==> src/uart_ctrl_pkg.sv <==
`default_nettype none
package uart_ctrl_pkg;
    // ------------------------------------------------------------
    // register offsets on the byte-wide port
    // ------------------------------------------------------------
    localparam logic [2:0] OFS_DATA = 3'h0;
    localparam logic [2:0] OFS_IER = 3'h1;
    localparam logic [2:0] OFS_IIR = 3'h2;
    localparam logic [2:0] OFS_LCR = 3'h3;
    localparam logic [2:0] OFS_MCR = 3'h4;
    localparam logic [2:0] OFS_LSR = 3'h5;
    localparam logic [2:0] OFS_MSR = 3'h6;
    localparam logic [2:0] OFS_SCR = 3'h7;
    // ------------------------------------------------------------
    // field layouts and reset values
    // ------------------------------------------------------------
    localparam int IER_RDA = 0;
    localparam int IER_THRE = 1;
    localparam int IER_LSI = 2;
    localparam int IER_MSI = 3;
    localparam logic [7:0] IER_WMASK = 8'h0f;
    localparam logic [7:0] MCR_WMASK = 8'h1f;
    localparam logic [7:0] LCR_RST = 8'h00;
    localparam logic [7:0] MCR_RST = 8'h00;
    localparam int FCR_EN_BIT = 0;
    localparam int FCR_TRIG_LSB = 6;
    localparam int FCR_TRIG_MSB = 7;
    // identification codes, low nibble
    localparam logic [3:0] IIR_NONE = 4'h1;
    localparam logic [3:0] IIR_LSI = 4'h6;
    localparam logic [3:0] IIR_RDA = 4'h4;
    localparam logic [3:0] IIR_TO = 4'hc;
    localparam logic [3:0] IIR_THRE = 4'h2;
    localparam logic [3:0] IIR_MSI = 4'h0;
    // receive trigger levels in bytes
    localparam logic [4:0] TRIG_L0 = 5'h01;
    localparam logic [4:0] TRIG_L1 = 5'h04;
    localparam logic [4:0] TRIG_L2 = 5'h08;
    localparam logic [4:0] TRIG_L3 = 5'h0e;
    // idle character times before a timeout
    localparam logic [2:0] TIMEOUT_CHARS = 3'h4;
    // data masks per word length
    localparam logic [1:0] WLEN_5 = 2'h0;
    localparam logic [7:0] WMASK_5 = 8'h1f;
    localparam logic [7:0] WMASK_6 = 8'h3f;
    localparam logic [7:0] WMASK_7 = 8'h7f;
    localparam logic [7:0] WMASK_8 = 8'hff;
    // stop length in half bit times
    localparam logic [2:0] STOP_ONE_H = 3'h2;
    localparam logic [2:0] STOP_ONEHALF_H = 3'h3;
    localparam logic [2:0] STOP_TWO_H = 3'h4;
    // ------------------------------------------------------------
    // carriers
    // ------------------------------------------------------------
    typedef struct packed {
        logic divisor_latch_access;
        logic brk;
        logic stick;
        logic even;
        logic par_en;
        logic stop;
        logic [1:0] wlen;
    } line_fmt_t;
    typedef struct packed {
        logic [2:0] rsvd;
        logic loop;
        logic interrupt_gate_bit;
        logic user_output_bit_one;
        logic rts;
        logic dtr;
    } modem_ctl_t;
    typedef struct packed {
        logic done;
        logic [7:0] data;
        logic par;
        logic stop1;
    } rx_evt_t;
endpackage : uart_ctrl_pkg
`default_nettype wire

==> src/uart_irq_line_modem_ctrl.sv <==
// Summary of operation
// - ident low nibble 0001 idle; priority codes 6,4,C,2,0 highest first
// - fifo mode: timeout after four idle char times with data; buffer read clears
// - transmit-empty cleared by ident read while reported, or holding write
// - format bits 1:0 pick 5 to 8 data bits
// - bit 2 gives 1.5 stops for 5 bits, else 2 stops
// - receiver checks only the first stop bit
// - bit 3 adds parity after data, checked on receive
// - bit 4 clear odd parity, set even parity
// - stick bit 5 forces parity to inverse of bit 4
// - bit 6 holds serial output low while set
// - bit 7 maps divisor latches at offsets 0 and 1
// - modem bit 0 drives terminal ready pin inverted
// - modem bit 1 drives request to send pin inverted
// - modem bit 2 is plain storage, no pin
// - modem bit 3 gates interrupt output, else high impedance
// - enable bits 0..3 gate four sources, bits 4..7 read zero
// - trigger codes give 1, 4, 8 or 14 bytes
// - ident code frozen during its read access
`timescale 1ns/1ps
`default_nettype none
module uart_irq_line_modem_ctrl #(
    parameter int LVL_W = 5
) (
    input wire logic mclk_i,
    input wire logic rst_n_i,
    input wire logic [2:0] addr_i,
    input wire logic [7:0] wdata_i,
    input wire logic wr_i,
    input wire logic rd_i,
    output logic [7:0] rdata_o,
    input wire logic [7:0] rbr_data_i,
    input wire logic [7:0] lsr_data_i,
    input wire logic [7:0] msr_data_i,
    input wire logic line_err_i,
    input wire logic modem_delta_i,
    input wire logic thr_empty_i,
    input wire logic rx_push_i,
    input wire logic [LVL_W-1:0] rx_level_i,
    input wire logic char_tick_i,
    input wire uart_ctrl_pkg::rx_evt_t rx_evt_i,
    input wire logic [7:0] tx_data_i,
    input wire logic txd_i,
    output logic rbr_rd_o,
    output logic thr_wr_o,
    output logic [7:0] thr_data_o,
    output logic lsr_rd_o,
    output logic msr_rd_o,
    output logic fifo_en_o,
    output logic [15:0] divisor_o,
    output uart_ctrl_pkg::line_fmt_t line_fmt_o,
    output logic [2:0] stop_half_o,
    output logic tx_par_o,
    output logic rx_par_err_o,
    output logic rx_frame_err_o,
    output logic txd_o,
    output logic terminal_ready_n_o,
    output logic request_to_send_n_o,
    output logic irq_o,
    output logic irq_oe_o
);
    // ------------------------------------------------------------
    // helpers
    // ------------------------------------------------------------
    function automatic logic [LVL_W-1:0] trig_level(input logic [1:0] code);
        logic [4:0] t;
        unique case (code)
            2'h0: t = uart_ctrl_pkg::TRIG_L0;
            2'h1: t = uart_ctrl_pkg::TRIG_L1;
            2'h2: t = uart_ctrl_pkg::TRIG_L2;
            2'h3: t = uart_ctrl_pkg::TRIG_L3;
        endcase
        return LVL_W'(t);
    endfunction : trig_level

    // parity bit for the data bits in use, shared by both directions
    function automatic logic par_bit(input logic [7:0] d, input uart_ctrl_pkg::line_fmt_t f);
        logic [7:0] m;
        unique case (f.wlen)
            2'h0: m = uart_ctrl_pkg::WMASK_5;
            2'h1: m = uart_ctrl_pkg::WMASK_6;
            2'h2: m = uart_ctrl_pkg::WMASK_7;
            2'h3: m = uart_ctrl_pkg::WMASK_8;
        endcase
        if (f.stick)
        begin
            return ~f.even;
        end
        return f.even ? ^(d & m) : ~^(d & m);
    endfunction : par_bit

    // ------------------------------------------------------------
    // state
    // ------------------------------------------------------------
    uart_ctrl_pkg::line_fmt_t lcr_r, lcr_nxt;
    uart_ctrl_pkg::modem_ctl_t mcr_r, mcr_nxt;
    logic [7:0] ier_r, ier_nxt, dll_r, dll_nxt, dlm_r, dlm_nxt;
    logic [7:0] rdata_nxt, thr_data_nxt;
    logic [1:0] trig_r, trig_nxt;
    logic fifo_en_nxt, rbr_rd_nxt, thr_wr_nxt, lsr_rd_nxt, msr_rd_nxt;
    logic lsi_r, lsi_nxt, thre_r, thre_nxt, msi_r, msi_nxt, to_r, to_nxt;
    logic [2:0] to_cnt_r, to_cnt_nxt, stop_half_nxt;
    logic irq_nxt, irq_oe_nxt, txd_nxt, tx_par_nxt, perr_nxt, ferr_nxt;
    logic [3:0] iir_code;
    logic pend_any, rda_lvl;
    logic rbr_read, iir_read, lsr_read, msr_read, thr_write, line_evt;

    // decoded host accesses
    always_comb
    begin
        rbr_read = rd_i && addr_i == uart_ctrl_pkg::OFS_DATA && !lcr_r.divisor_latch_access;
        thr_write = wr_i && addr_i == uart_ctrl_pkg::OFS_DATA && !lcr_r.divisor_latch_access;
        iir_read = rd_i && addr_i == uart_ctrl_pkg::OFS_IIR;
        lsr_read = rd_i && addr_i == uart_ctrl_pkg::OFS_LSR;
        msr_read = rd_i && addr_i == uart_ctrl_pkg::OFS_MSR;
    end

    // ------------------------------------------------------------
    // interrupt priority
    // ------------------------------------------------------------
    // data-available is a level so it drops by itself once the fifo drains below trigger
    always_comb
    begin
        rda_lvl = fifo_en_o ? (rx_level_i >= trig_level(trig_r)) : (rx_level_i != '0);
        iir_code = uart_ctrl_pkg::IIR_NONE;
        if (lsi_r && ier_r[uart_ctrl_pkg::IER_LSI])
            iir_code = uart_ctrl_pkg::IIR_LSI;
        else if (rda_lvl && ier_r[uart_ctrl_pkg::IER_RDA])
            iir_code = uart_ctrl_pkg::IIR_RDA;
        else if (to_r && ier_r[uart_ctrl_pkg::IER_RDA])
            iir_code = uart_ctrl_pkg::IIR_TO;
        else if (thre_r && ier_r[uart_ctrl_pkg::IER_THRE])
            iir_code = uart_ctrl_pkg::IIR_THRE;
        else if (msi_r && ier_r[uart_ctrl_pkg::IER_MSI])
            iir_code = uart_ctrl_pkg::IIR_MSI;
        pend_any = iir_code != uart_ctrl_pkg::IIR_NONE;
    end

    // ------------------------------------------------------------
    // register port
    // ------------------------------------------------------------
    // read data is sampled once at the strobe, so a code seen by the host cannot shift under it
    always_comb
    begin
        lcr_nxt = lcr_r;
        mcr_nxt = mcr_r;
        ier_nxt = ier_r;
        dll_nxt = dll_r;
        dlm_nxt = dlm_r;
        trig_nxt = trig_r;
        fifo_en_nxt = fifo_en_o;
        thr_data_nxt = thr_data_o;
        thr_wr_nxt = 1'b0;
        rbr_rd_nxt = 1'b0;
        lsr_rd_nxt = lsr_read;
        msr_rd_nxt = msr_read;
        rdata_nxt = 8'h00;
        if (wr_i)
        begin
            case (addr_i)
                uart_ctrl_pkg::OFS_DATA:
                    if (lcr_r.divisor_latch_access)
                        dll_nxt = wdata_i;
                    else
                    begin
                        thr_wr_nxt = 1'b1;
                        thr_data_nxt = wdata_i;
                    end
                uart_ctrl_pkg::OFS_IER:
                    if (lcr_r.divisor_latch_access)
                        dlm_nxt = wdata_i;
                    else
                        ier_nxt = wdata_i & uart_ctrl_pkg::IER_WMASK;
                uart_ctrl_pkg::OFS_IIR:
                begin
                    // trigger only takes when the enable bit is written as one
                    fifo_en_nxt = wdata_i[uart_ctrl_pkg::FCR_EN_BIT];
                    if (wdata_i[uart_ctrl_pkg::FCR_EN_BIT])
                        trig_nxt = wdata_i[uart_ctrl_pkg::FCR_TRIG_MSB:uart_ctrl_pkg::FCR_TRIG_LSB];
                end
                uart_ctrl_pkg::OFS_LCR: lcr_nxt = uart_ctrl_pkg::line_fmt_t'(wdata_i);
                uart_ctrl_pkg::OFS_MCR: mcr_nxt = uart_ctrl_pkg::modem_ctl_t'(wdata_i & uart_ctrl_pkg::MCR_WMASK);
                uart_ctrl_pkg::OFS_LSR, uart_ctrl_pkg::OFS_MSR, uart_ctrl_pkg::OFS_SCR: ;
            endcase
        end
        if (rd_i)
        begin
            case (addr_i)
                uart_ctrl_pkg::OFS_DATA:
                    if (lcr_r.divisor_latch_access)
                        rdata_nxt = dll_r;
                    else
                    begin
                        rdata_nxt = rbr_data_i;
                        rbr_rd_nxt = 1'b1;
                    end
                uart_ctrl_pkg::OFS_IER: rdata_nxt = lcr_r.divisor_latch_access ? dlm_r : ier_r;
                uart_ctrl_pkg::OFS_IIR: rdata_nxt = {fifo_en_o, fifo_en_o, 2'b00, iir_code};
                uart_ctrl_pkg::OFS_LCR: rdata_nxt = lcr_r;
                uart_ctrl_pkg::OFS_MCR: rdata_nxt = mcr_r;
                uart_ctrl_pkg::OFS_LSR: rdata_nxt = lsr_data_i;
                uart_ctrl_pkg::OFS_MSR: rdata_nxt = msr_data_i;
                uart_ctrl_pkg::OFS_SCR: rdata_nxt = 8'h00;
            endcase
        end
    end

    always_ff @(posedge mclk_i or negedge rst_n_i)
    begin
        if (!rst_n_i)
        begin
            lcr_r <= uart_ctrl_pkg::line_fmt_t'(uart_ctrl_pkg::LCR_RST);
            mcr_r <= uart_ctrl_pkg::modem_ctl_t'(uart_ctrl_pkg::MCR_RST);
            ier_r <= 8'h00;
            dll_r <= 8'h00;
            dlm_r <= 8'h00;
            trig_r <= 2'h0;
            fifo_en_o <= 1'b0;
            thr_data_o <= 8'h00;
            thr_wr_o <= 1'b0;
            rbr_rd_o <= 1'b0;
            lsr_rd_o <= 1'b0;
            msr_rd_o <= 1'b0;
            rdata_o <= 8'h00;
        end
        else
        begin
            lcr_r <= lcr_nxt;
            mcr_r <= mcr_nxt;
            ier_r <= ier_nxt;
            dll_r <= dll_nxt;
            dlm_r <= dlm_nxt;
            trig_r <= trig_nxt;
            fifo_en_o <= fifo_en_nxt;
            thr_data_o <= thr_data_nxt;
            thr_wr_o <= thr_wr_nxt;
            rbr_rd_o <= rbr_rd_nxt;
            lsr_rd_o <= lsr_rd_nxt;
            msr_rd_o <= msr_rd_nxt;
            rdata_o <= rdata_nxt;
        end
    end

    // ------------------------------------------------------------
    // interrupt sources and line side
    // ------------------------------------------------------------
    // every sticky source but the timeout lets a same-cycle event win over its clear
    always_comb
    begin
        perr_nxt = rx_par_err_o;
        ferr_nxt = rx_frame_err_o;
        if (rx_evt_i.done)
        begin
            perr_nxt = lcr_r.par_en && (rx_evt_i.par != par_bit(rx_evt_i.data, lcr_r));
            ferr_nxt = !rx_evt_i.stop1;
        end
        line_evt = line_err_i || (rx_evt_i.done && (perr_nxt || ferr_nxt));
        lsi_nxt = line_evt || (lsi_r && !lsr_read);
        msi_nxt = modem_delta_i || (msi_r && !msr_read);
        thre_nxt = thr_empty_i || (thre_r && !thr_write && !(iir_read && iir_code == uart_ctrl_pkg::IIR_THRE));
        // any fifo movement restarts the idle count; a buffer read is such movement
        if (!fifo_en_o || rx_level_i == '0 || rx_push_i || rbr_read)
        begin
            to_cnt_nxt = 3'h0;
            to_nxt = 1'b0;
        end
        else
        begin
            to_cnt_nxt = (char_tick_i && to_cnt_r != uart_ctrl_pkg::TIMEOUT_CHARS) ? to_cnt_r + 3'h1 : to_cnt_r;
            to_nxt = to_r || to_cnt_nxt == uart_ctrl_pkg::TIMEOUT_CHARS;
        end
        irq_nxt = pend_any && mcr_r.interrupt_gate_bit;
        irq_oe_nxt = mcr_r.interrupt_gate_bit;
        txd_nxt = lcr_r.brk ? 1'b0 : txd_i;
        tx_par_nxt = lcr_r.par_en && par_bit(tx_data_i, lcr_r);
        if (!lcr_r.stop)
            stop_half_nxt = uart_ctrl_pkg::STOP_ONE_H;
        else if (lcr_r.wlen == uart_ctrl_pkg::WLEN_5)
            stop_half_nxt = uart_ctrl_pkg::STOP_ONEHALF_H;
        else
            stop_half_nxt = uart_ctrl_pkg::STOP_TWO_H;
    end

    always_ff @(posedge mclk_i or negedge rst_n_i)
    begin
        if (!rst_n_i)
        begin
            lsi_r <= 1'b0;
            msi_r <= 1'b0;
            thre_r <= 1'b0;
            to_r <= 1'b0;
            to_cnt_r <= 3'h0;
            irq_o <= 1'b0;
            irq_oe_o <= 1'b0;
            txd_o <= 1'b1;
            tx_par_o <= 1'b0;
            rx_par_err_o <= 1'b0;
            rx_frame_err_o <= 1'b0;
            stop_half_o <= uart_ctrl_pkg::STOP_ONE_H;
            line_fmt_o <= uart_ctrl_pkg::line_fmt_t'(uart_ctrl_pkg::LCR_RST);
            divisor_o <= 16'h0000;
            terminal_ready_n_o <= 1'b1;
            request_to_send_n_o <= 1'b1;
        end
        else
        begin
            lsi_r <= lsi_nxt;
            msi_r <= msi_nxt;
            thre_r <= thre_nxt;
            to_r <= to_nxt;
            to_cnt_r <= to_cnt_nxt;
            irq_o <= irq_nxt;
            irq_oe_o <= irq_oe_nxt;
            txd_o <= txd_nxt;
            tx_par_o <= tx_par_nxt;
            rx_par_err_o <= perr_nxt;
            rx_frame_err_o <= ferr_nxt;
            stop_half_o <= stop_half_nxt;
            line_fmt_o <= lcr_r;
            divisor_o <= {dlm_r, dll_r};
            terminal_ready_n_o <= !mcr_r.dtr;
            request_to_send_n_o <= !mcr_r.rts;
        end
    end
endmodule : uart_irq_line_modem_ctrl
`default_nettype wire

==> config.mk <==
export PLATFORM = sky130hd
export DESIGN_NAME = uart_irq_line_modem_ctrl
export DESIGN_NICKNAME = d
export VERILOG_FILES = /design/src/uart_ctrl_pkg.sv /design/src/uart_irq_line_modem_ctrl.sv
export SDC_FILE = /design/constraint.sdc
export NUM_CORES = 1
export LEC_CHECK = 0
export ABC_CLOCK_PERIOD_IN_PS = 2640
export BUFFER_PORTS_ARGS = -buffer_cell sky130_fd_sc_hd__buf_4
export CORE_MARGIN = 2
export CORE_UTILIZATION = 52
export DETAILED_ROUTE_END_ITERATION = 10
export PLACE_DENSITY = 0.8
export SETUP_SLACK_MARGIN = 0.15
export SLEW_MARGIN = 5
export SYNTH_ARGS = -nofsm -noshare
export SYNTH_HDL_FRONTEND = slang
export SYNTH_SLANG_ARGS = --single-unit
==> constraint.sdc <==
create_clock -name mclk_i -period 2.64 [get_ports mclk_i]
set_input_delay 0.528 -clock mclk_i [delete_from_list [all_inputs] [get_ports mclk_i]]
set_output_delay 0.528 -clock mclk_i [all_outputs]
set_load 0.02 [all_outputs]
==> results of run 1 <==
per-layer routing:
layer | vias up | part of all wire [%] | routed length (µm) | GRT usage, %
met5 | - | 0 | 0 | 0
met3 | 16 | 6.3 | 688 | 6.96
met4 | 0 | 1.6 | 170 | 6.64
li1 | 1536 | - | - | -
met2 | 110 | 49 | 5320 | 40.1
met1 | 1637 | 43 | 4700 | 34.3
critical path, cell delays in order (launching register included):
cell,delay (ps)
dfrtp_1,420
nor2_1,130
ha_1,240
nand2b_1,140
a211oi_1,220
o211a_1,240
o21ai_0,130
or4_1,480
a21oi_1,160
kinds of logic (layout without fill, tap and decap cells):
kind of cell | count (synthesis) | count (layout) | share of synthesized area, %
xor+xnor | 12 | 12 | 2.74
mux | 59 | 59 | 15.1
fa+ha+maj | 6 | 6 | 1.73
compound gates | 76 | 76 | 11.3
simple gates | 82 | 82 | 9.47
flops | 98 | 98 | 56.7
buf+inv | 31 | 162 | 2.86
worst max path at each step:
stage	startpoint	end	slack, ps	cells after the start
global placement	rx_level_i[0]	rdata_o[3]	400	9
detailed placement	rx_level_i[0]	rdata_o[3]	330	9
finish	trig_r[0]	rdata_o[3]	400	8
CTS	trig_r[0]	rdata_o[3]	420	8
floorplan	rx_level_i[0]	rdata_o[3]	540	8
global route	trig_r[0]	rdata_o[3]	260	8
registers in the layout, summed over array words and instances (netlist names), 2 cells and up:
register and count:
divisor_o 16, dll_r 8, dlm_r 8, ier_r 4
lcr_r 8, line_fmt_o 8, mcr_r 4, rdata_o 8
stop_half_o 3, thr_data_o 8, to_cnt_r 3, trig_r 2
stage by stage:
stage / utilization (%) / instance area (µm²) / power [mW] / hold slack (ps)
after floorplan: - / 4330 / 2.83 / 232
after global placement: 66.4 / 5400 / 3.41 / 374
after detailed placement: 66.4 / 5400 / 3.47 / 383
after CTS: 69.2 / 5630 / 4.54 / 163
after global routing: 69.2 / 5630 / 4.74 / 181
final: 69.2 / 5630 / 4.53 / 134
cell usage in the layout, fill, tap and decap left out, types with 3 or more instances in the layout:
master,Yosys,layout
o21ai_0,22,22
dfstp_2,4,4
nor2b_1,7,7
xor2_1,4,4
buf_4,0,130
a21oi_1,19,19
dfrtp_1,94,94
nand2b_1,4,4
o211ai_1,5,5
mux2_2,52,52
mux2i_1,7,7
nand2_1,30,30
or3_1,3,3
a22oi_1,6,6
o211a_1,4,4
nand3_1,5,5
inv_1,15,15
clkbuf_8,0,10
ha_1,6,6
and3_1,3,3
a211oi_1,3,3
xnor2_1,7,7
nor2_1,17,17
nor3b_1,3,3
cell type report:
class / count / area (µm²)
fillers: 589 / 2510
flip-flops and latches: 98 / 2460
repair buffers: 131 / 996
clock inverters: 6 / 90.1
clock buffers: 10 / 138
inverters: 15 / 56.3
multi-input cells: 235 / 1760
well taps: 105 / 131
power by group:
group          switching [mW]  leakage [nW]  internal (mW)
Combinational           0.670          1.38          0.656
Clock                   0.531         0.112          0.561
Sequential              0.251          1.21           1.86
==> out/metrics.yaml, run 1 <==
outcome: "completed"
p_leak_nw: 2.70
hp-class: "primary input to asynchronous set/reset pin"
synth_edf_count: 0
dpl_worst_slack_ps: 334
async_reset_ff_share_pct: 100
ys_seq_area_share_pct: 56.7
startpoint_type: "flip-flop"
drtPass1Iterations: 5
die_area_um2: 9080
n_antenna_cell: 0
synth_common_cells: "94 x dfrtp_1, 52 x mux2_2, 30 x nand2_1"
maxSlewHeadroom_pct: 57.8
numCtsBuffers: 9
worst_slew_pin_slew_ps: 634
final.setup.tns_ps: 0
criticalPathCategory: "flip-flop to flip-flop"
setup_ws_ps: 405
drive_gt1_share_pct: 41.8
fp.dieW_um: 95.3
grt_overflow: 0
synth_most_common_cell: "dfrtp_1"
peakVddDrop_mv: 0.582
dpl.hpwl_um: 7790
timing.rr.end: "rdata_o[3]"
syn2layout_area_growth_pct: 29.9
start_util_pct: 53.3
gp_congestion: 0.873
path_clk_slew_ps: 100
vias_per_cell: 5.50
cts_max_path_buffers: 2
synth_top_cell_by_area: "dfrtp_1"
rsz0062_at_grt: "false"
io_pins: 125
drt-wirelength-per-cell_um: 18.1
fin_cells: 600
core_area_um2: 8130
netlist_area_um2: 4330
clock_sinks: 98
htree_levels: 3
slew_violations: 0
cp-end-kind: "flip-flop"
cap_violations: 0
drc: 0
cts_setup_buffers: 0
post-route-period-util_pct: 84.7
ant_nets: 0
clk_latency_ps: 360
critPathMaxFanout: 4
yosysTopAreaCellShare_pct: 54.3
cp.required_ps: 2930
yosysUniqueCellTypes: 48
r2r_cells: 8
syn_nets: 439
grt_pass1_vias: 3346
max_freq_ghz: 0.447
synth.avg_cell_area_um2: 11.9
synth_seq_cells: 98
r2r_setup_slack_ps: 400
r2r-start: "trig_r[0]"
rows: 33
syn_inst: 364
cts_tree: "built"
timing.final.hold_violations: 0
die_h_um: 95.3
cp.arrival_ps: 2530
grt_first_pass_wirelength_um: 17100
finalSetupViolations: 0
portBuffers: 124
drt_iter0_markers: 164
yosys_warnings: 0
antenna_found_initial: 0
finClkSkew_ps: 7.74
ctsResizeCount: 0
power.density_nw_per_um2: 806
cts_root_buffer: "clkbuf_8"
track_usage_pct: 25.2
via_count: 3299
synth.area.top_cells: "dfrtp_1 54%, mux2_2 14%, nand2_1 2.6%"
fin_nets: 565
routed_wl_um: 10900
grt_max_degree: 58
synth_ff_type: "dfrtp_1"
ctsHoldBuffers: 0
placed_cells: 584
fin_crit_ps: 2240
Note: power is estimated with default switching activity, not from simulation.
==> run 2: changes to the inputs <==
--- a/config.mk
+++ b/config.mk
@@ -5,12 +5,12 @@
 export SDC_FILE = /design/constraint.sdc
 export NUM_CORES = 1
 export LEC_CHECK = 0
-export ABC_CLOCK_PERIOD_IN_PS = 2640
+export ABC_CLOCK_PERIOD_IN_PS = 1800
 export BUFFER_PORTS_ARGS = -buffer_cell sky130_fd_sc_hd__buf_4
 export CORE_MARGIN = 2
-export CORE_UTILIZATION = 52
+export CORE_UTILIZATION = 47
 export DETAILED_ROUTE_END_ITERATION = 10
-export PLACE_DENSITY = 0.8
+export PLACE_DENSITY = 0.76
 export SETUP_SLACK_MARGIN = 0.15
 export SLEW_MARGIN = 5
 export SYNTH_ARGS = -nofsm -noshare
==> constraint.sdc (replaced) <==
create_clock -name mclk_i -period 1.8 [get_ports mclk_i]
set_input_delay 0.36 -clock mclk_i [delete_from_list [all_inputs] [get_ports mclk_i]]
set_output_delay 0.36 -clock mclk_i [all_outputs]
set_load 0.02 [all_outputs]
==> out/metrics.yaml, run 2 (synthesis results as in run 1) <==
via_count: 3414
crit_slowest_cell: "dfrtp_1"
grt_use_met3_pct: 5.57
grt_max_degree: 99
drt_iter0_markers: 227
maxSlewHeadroom_pct: 65.6
p_leak_nw: 2.81
cts_root_buffer: "clkbuf_8"
cp.required_ps: 2100
drc: 0
setup_ws_ps: -175
criticalPathCategory: "flip-flop to flip-flop"
met2_usage_pct: 38.8
dpl_worst_slack_ps: -195
clk_latency_ps: 370
fin_nets: 586
path_cells: "nor2_2 > ha_1 > nand2b_4 > a211oi_2 > o211a_1 > buf_4 > o2111ai_1 > a211o_1 > a21oi_2"
layout_commonest_cell: "buf_4"
largest_register: "divisor_o"
core_area_um2: 9110
rows: 35
drt-wirelength-per-cell_um: 18.1
rsz0062_at_grt: "true"
fp.dieW_um: 100
path_clk_slew_ps: 100
violations: "negative setup slack"
track_usage_pct: 23.4
hp-class: "primary input to asynchronous set/reset pin"
portBuffers: 124
grt_pass1_vias: 3451
syn2layout_area_growth_pct: 35.6
power.density_nw_per_um2: 1120
max_freq_ghz: 0.506
cts_tree: "built"
final_cell_mix: "149 x buf_4, 93 x dfrtp_1, 44 x mux2_2"
gp_congestion: 0.835
ant_nets: 0
start_util_pct: 47.6
busiest_layer: "met2"
outcome: "finished with violations"
worst_slew_pin_slew_ps: 516
routed_wl_um: 11400
startpoint_type: "flip-flop"
dpl_cell_area_um2: 5600
clock_sinks: 98
grt_overflow: 0
use_met1_pct: 31.4
peakVddDrop_mv: 0.631
numCtsBuffers: 9
grt_first_pass_wirelength_um: 18000
cp.arrival_ps: 2270
dpl.hpwl_um: 8390
fin_area_um2: 5870
antenna_found_initial: 0
finalSetupViolations: 6
slew_violations: 0
finClkSkew_ps: 8.61
drtPass1Iterations: 5
cp-end-kind: "flip-flop"
io_pins: 125
die_area_um2: 10000
fillers: 682
vias_per_cell: 5.44
htree_levels: 3
utilization_pct: 64.5
critPathMaxFanout: 2
cts_max_path_buffers: 2
drive_gt1_share_pct: 46.7
n_antenna_cell: 0
largest_reg_flops: 16
timing.final.hold_violations: 0
post-route-period-util_pct: 110
slowest_delay_ps: 400
cap_violations: 0
die_h_um: 100
fin_crit_ps: 1970
==> run 2: changes by cell type in the layout (fill, tap and decap cells not counted), moves of 3 or more <==
cell,before,now
mux2_4,0,8
a21oi_1,19,16
a21oi_2,0,3
o21ai_1,0,4
buf_4,130,149
o21ai_0,22,18
mux2_2,52,44
==> run 2: layer usage <==
layer	vias up	routed length, µm
li1	1586	-
met1	1681	4890
met2	131	5640
met3	16	642
met4	0	176
met5	-	0
==> run 2: where the power goes <==
| group | switching [mW] | internal, mW |
|---|---|---|
| combinational | 1.05 | 1.11 |
| clock | 0.787 | 0.552 |
| sequential | 0.362 | 2.74 |
| total | 2.20 | 4.40 |
==> run 2: final timing paths <==
path / from / end / slack, ps / cells after the start
max: trig_r[0] / rdata_o[1] / -170 / 9
min in group mclk_i: rx_evt_i[10] / rx_par_err_o / 200 / 2
max reg2reg: trig_r[0] / rdata_o[1] / -170 / 9
min: rst_n_i / to_cnt_r[0] / 20 / 2
max in group asynchronous: rst_n_i / terminal_ready_n_o / 1350 / 2
min reg2reg: mcr_r[1] / request_to_send_n_o / 400 / 1
==> run 2: repair_timing <==
action                     4_1_cts  5_1_grt
pin swaps                        9        4
gates resized for setup          8        9
hold buffers                     0        0
setup endpoints to repair       16       12
buffers inserted                 1        2
==> run 2: worst max-delay path, delay by kind of cell, from the launching register on <==
family                     cells  cell delay [ps]
AOI/OAI and AO/OA              5              890
adders and majority gates      1              230
buffers and inverters          1              120
DFF                            1              400
and+or+nand+nor                2              260
==> run 2: stage by stage <==
| step | setup TNS, ps | instances | hold slack [ps] | power [mW] |
|---|---|---|---|---|
| after global placement | -639 | 608 | 381 | 5.13 |
| after global routing | -1310 | 627 | 76.1 | 6.93 |
| after detailed placement | -1460 | 608 | 387 | 5.20 |
| after CTS | -470 | 625 | 60.8 | 6.57 |
| final | -712 | 627 | 22.0 | 6.60 |
| after floorplan | -35.7 | 364 | 64.4 | 4.21 |
==> run 2: cell type report <==
cell class / instances / area (µm²) / area share [%]
tap: 111 / 139 / 2.36
clock inverter: 6 / 48.8 / 0.831
timing repair buffer: 152 / 1180 / 20.1
sequential: 98 / 2460 / 41.9
clock buffer: 10 / 138 / 2.34
inverter: 15 / 56.3 / 0.958
multi-input combinational: 235 / 1860 / 31.6
==> run 3: changes to the inputs <==
--- a/config.mk
+++ b/config.mk
@@ -5,12 +5,12 @@
 export SDC_FILE = /design/constraint.sdc
 export NUM_CORES = 1
 export LEC_CHECK = 0
-export ABC_CLOCK_PERIOD_IN_PS = 1800
+export ABC_CLOCK_PERIOD_IN_PS = 2320
 export BUFFER_PORTS_ARGS = -buffer_cell sky130_fd_sc_hd__buf_4
-export CORE_MARGIN = 2
-export CORE_UTILIZATION = 47
+export CORE_MARGIN = 4
+export CORE_UTILIZATION = 56
 export DETAILED_ROUTE_END_ITERATION = 10
-export PLACE_DENSITY = 0.76
+export PLACE_DENSITY = 0.85
 export SETUP_SLACK_MARGIN = 0.15
 export SLEW_MARGIN = 5
 export SYNTH_ARGS = -nofsm -noshare
==> constraint.sdc (replaced) <==
create_clock -name mclk_i -period 2.32 [get_ports mclk_i]
set_input_delay 0.464 -clock mclk_i [delete_from_list [all_inputs] [get_ports mclk_i]]
set_output_delay 0.464 -clock mclk_i [all_outputs]
set_load 0.02 [all_outputs]
==> out/metrics.yaml, run 3 (synthesis results as in run 1) <==
ant_nets: 0
hp-class: "primary input to asynchronous set/reset pin"
path_clk_slew_ps: 90
routed_wl_um: 10900
grt_max_degree: 41
criticalPathCategory: "flip-flop to flip-flop"
final.setup.tns_ps: 0
finClkSkew_ps: 8.60
p_leak_nw: 2.69
dpl.hpwl_um: 8070
cts_max_path_buffers: 2
layout_commonest_cell: "buf_4"
r2r_setup_slack_ps: 270
cp.required_ps: 2610
core_area_um2: 7370
numCtsBuffers: 9
grt_first_pass_wirelength_um: 17200
fin_crit_ps: 2050
path_cells: "nor2_1 > ha_1 > nand2b_1 > a211oi_2 > o211a_1 > o21ai_0 > or4_1 > a21oi_1"
crit_slowest_cell: "dfrtp_1"
critPathMaxFanout: 4
p_comb_share_pct: 30.4
clock_sinks: 98
drt_iter0_markers: 176
htree_levels: 3
drc: 0
finalSetupViolations: 0
final_cell_mix: "133 x buf_4, 94 x dfrtp_1, 52 x mux2_2"
vias_per_cell: 5.65
drtPass1Iterations: 5
p_int_mw: 3.38
p_sw_share_pct: 32.6
antenna_found_initial: 0
seqPwrFrac_pct: 47.9
power.density_nw_per_um2: 894
timing.rr.end: "rdata_o[3]"
r2r-start: "trig_r[1]"
largest_register: "divisor_o"
r2r_cells: 8
syn2layout_area_growth_pct: 29.6
outcome: "completed"
drt-wirelength-per-cell_um: 18.3
largest_reg_flops: 16
max_freq_ghz: 0.489
p_switching_mw: 1.64
drive_gt1_share_pct: 42.2
worst_slew_pin_slew_ps: 596
start_util_pct: 58.8
cts_tree: "built"
dpl_worst_slack_ps: 34.1
clkPwrFrac_pct: 21.6
gp_congestion: 0.844
track_usage_pct: 25.3
fin_nets: 568
fp.dieW_um: 96.0
portBuffers: 124
die_h_um: 96.0
cp.arrival_ps: 2340
ctsHoldBuffers: 0
slowest_delay_ps: 410
io_pins: 125
setup_ws_ps: 274
rsz0062_at_grt: "false"
cp-end-kind: "flip-flop"
grt_pass1_vias: 3448
post-route-period-util_pct: 88.2
cap_violations: 0
clk_latency_ps: 370
timing.final.hold_violations: 0
slew_violations: 0
die_area_um2: 9210
n_antenna_cell: 0
rows: 31
maxSlewHeadroom_pct: 60.0
cts_root_buffer: "clkbuf_8"
peakVddDrop_mv: 0.634
grt_overflow: 0
startpoint_type: "flip-flop"
via_count: 3372
[run 3: changes by cell type in the layout (fill, tap and decap cells not counted), sizes merged]
cell and delta:
bufinv +1, inv -2, buf -18, clkinv +2
clkinvlp -1
[run 3: metrics by stage]
stage / hold slack, ps / cell area, µm² / total power, mW / util (%) / instances
detailed placement: 383 / 5410 / 3.95 / 73.3 / 580
finish: 55.0 / 5610 / 5.02 / 76.2 / 597
global placement: 373 / 5410 / 3.88 / 73.3 / 580
CTS: 65.3 / 5600 / 5.03 / 76.0 / 596
global route: 91.6 / 5610 / 5.28 / 76.2 / 597
floorplan: 168 / 4330 / 3.23 / - / 364
[run 3: area by class of cell]
cell class              count  area, µm²
well taps                  99        124
repair buffers            134       1020
clock inverters             6       67.6
fillers                   496       1760
clock buffers              10        128
flip-flops and latches     98       2460
multi-input cells         235       1760
inverters                  15       56.3
[run 3: how the worst max path moves through the flow]
stage                       to     startpoint
floorplan           rdata_o[3]  rx_level_i[0]
global placement    rdata_o[3]  rx_level_i[0]
detailed placement  rdata_o[3]  rx_level_i[0]
CTS                 rdata_o[3]      trig_r[0]
global route        rdata_o[3]      trig_r[1]
finish              rdata_o[3]      trig_r[1]
[run 3: critical path: cells and delay by family (launching register included)]
kind,cells,cell delay [ps]
compound gates,4,630
simple gates,3,680
flops,1,410
fa+ha+maj,1,230
[run 3: per-layer routing]
layer  part of all wire [%]  wire length, µm  GRT usage (%)  vias up
met3                    7.7              842           4.77       15
li1                       -                -              -     1545
met2                     49             5370           40.6      146
met5                      0                0              0        -
met1                     42             4550           34.2     1666
met4                    1.6              172           9.83        0
[run 3: power groups by stage]
stage	clock network [mW]	logic, mW	registers, mW
floorplan	0	0.593	2.63
global placement	0	1.47	2.42
detailed placement	0	1.52	2.44
CTS	1.10	1.53	2.41
global route	1.17	1.65	2.46
finish	1.08	1.53	2.41
[run 3: repair_timing]
item,in CTS,in global routing
setup buffers,0,1
pin swaps,1,6
endpoints found under the setup margin,1,1
resized for setup,0,1
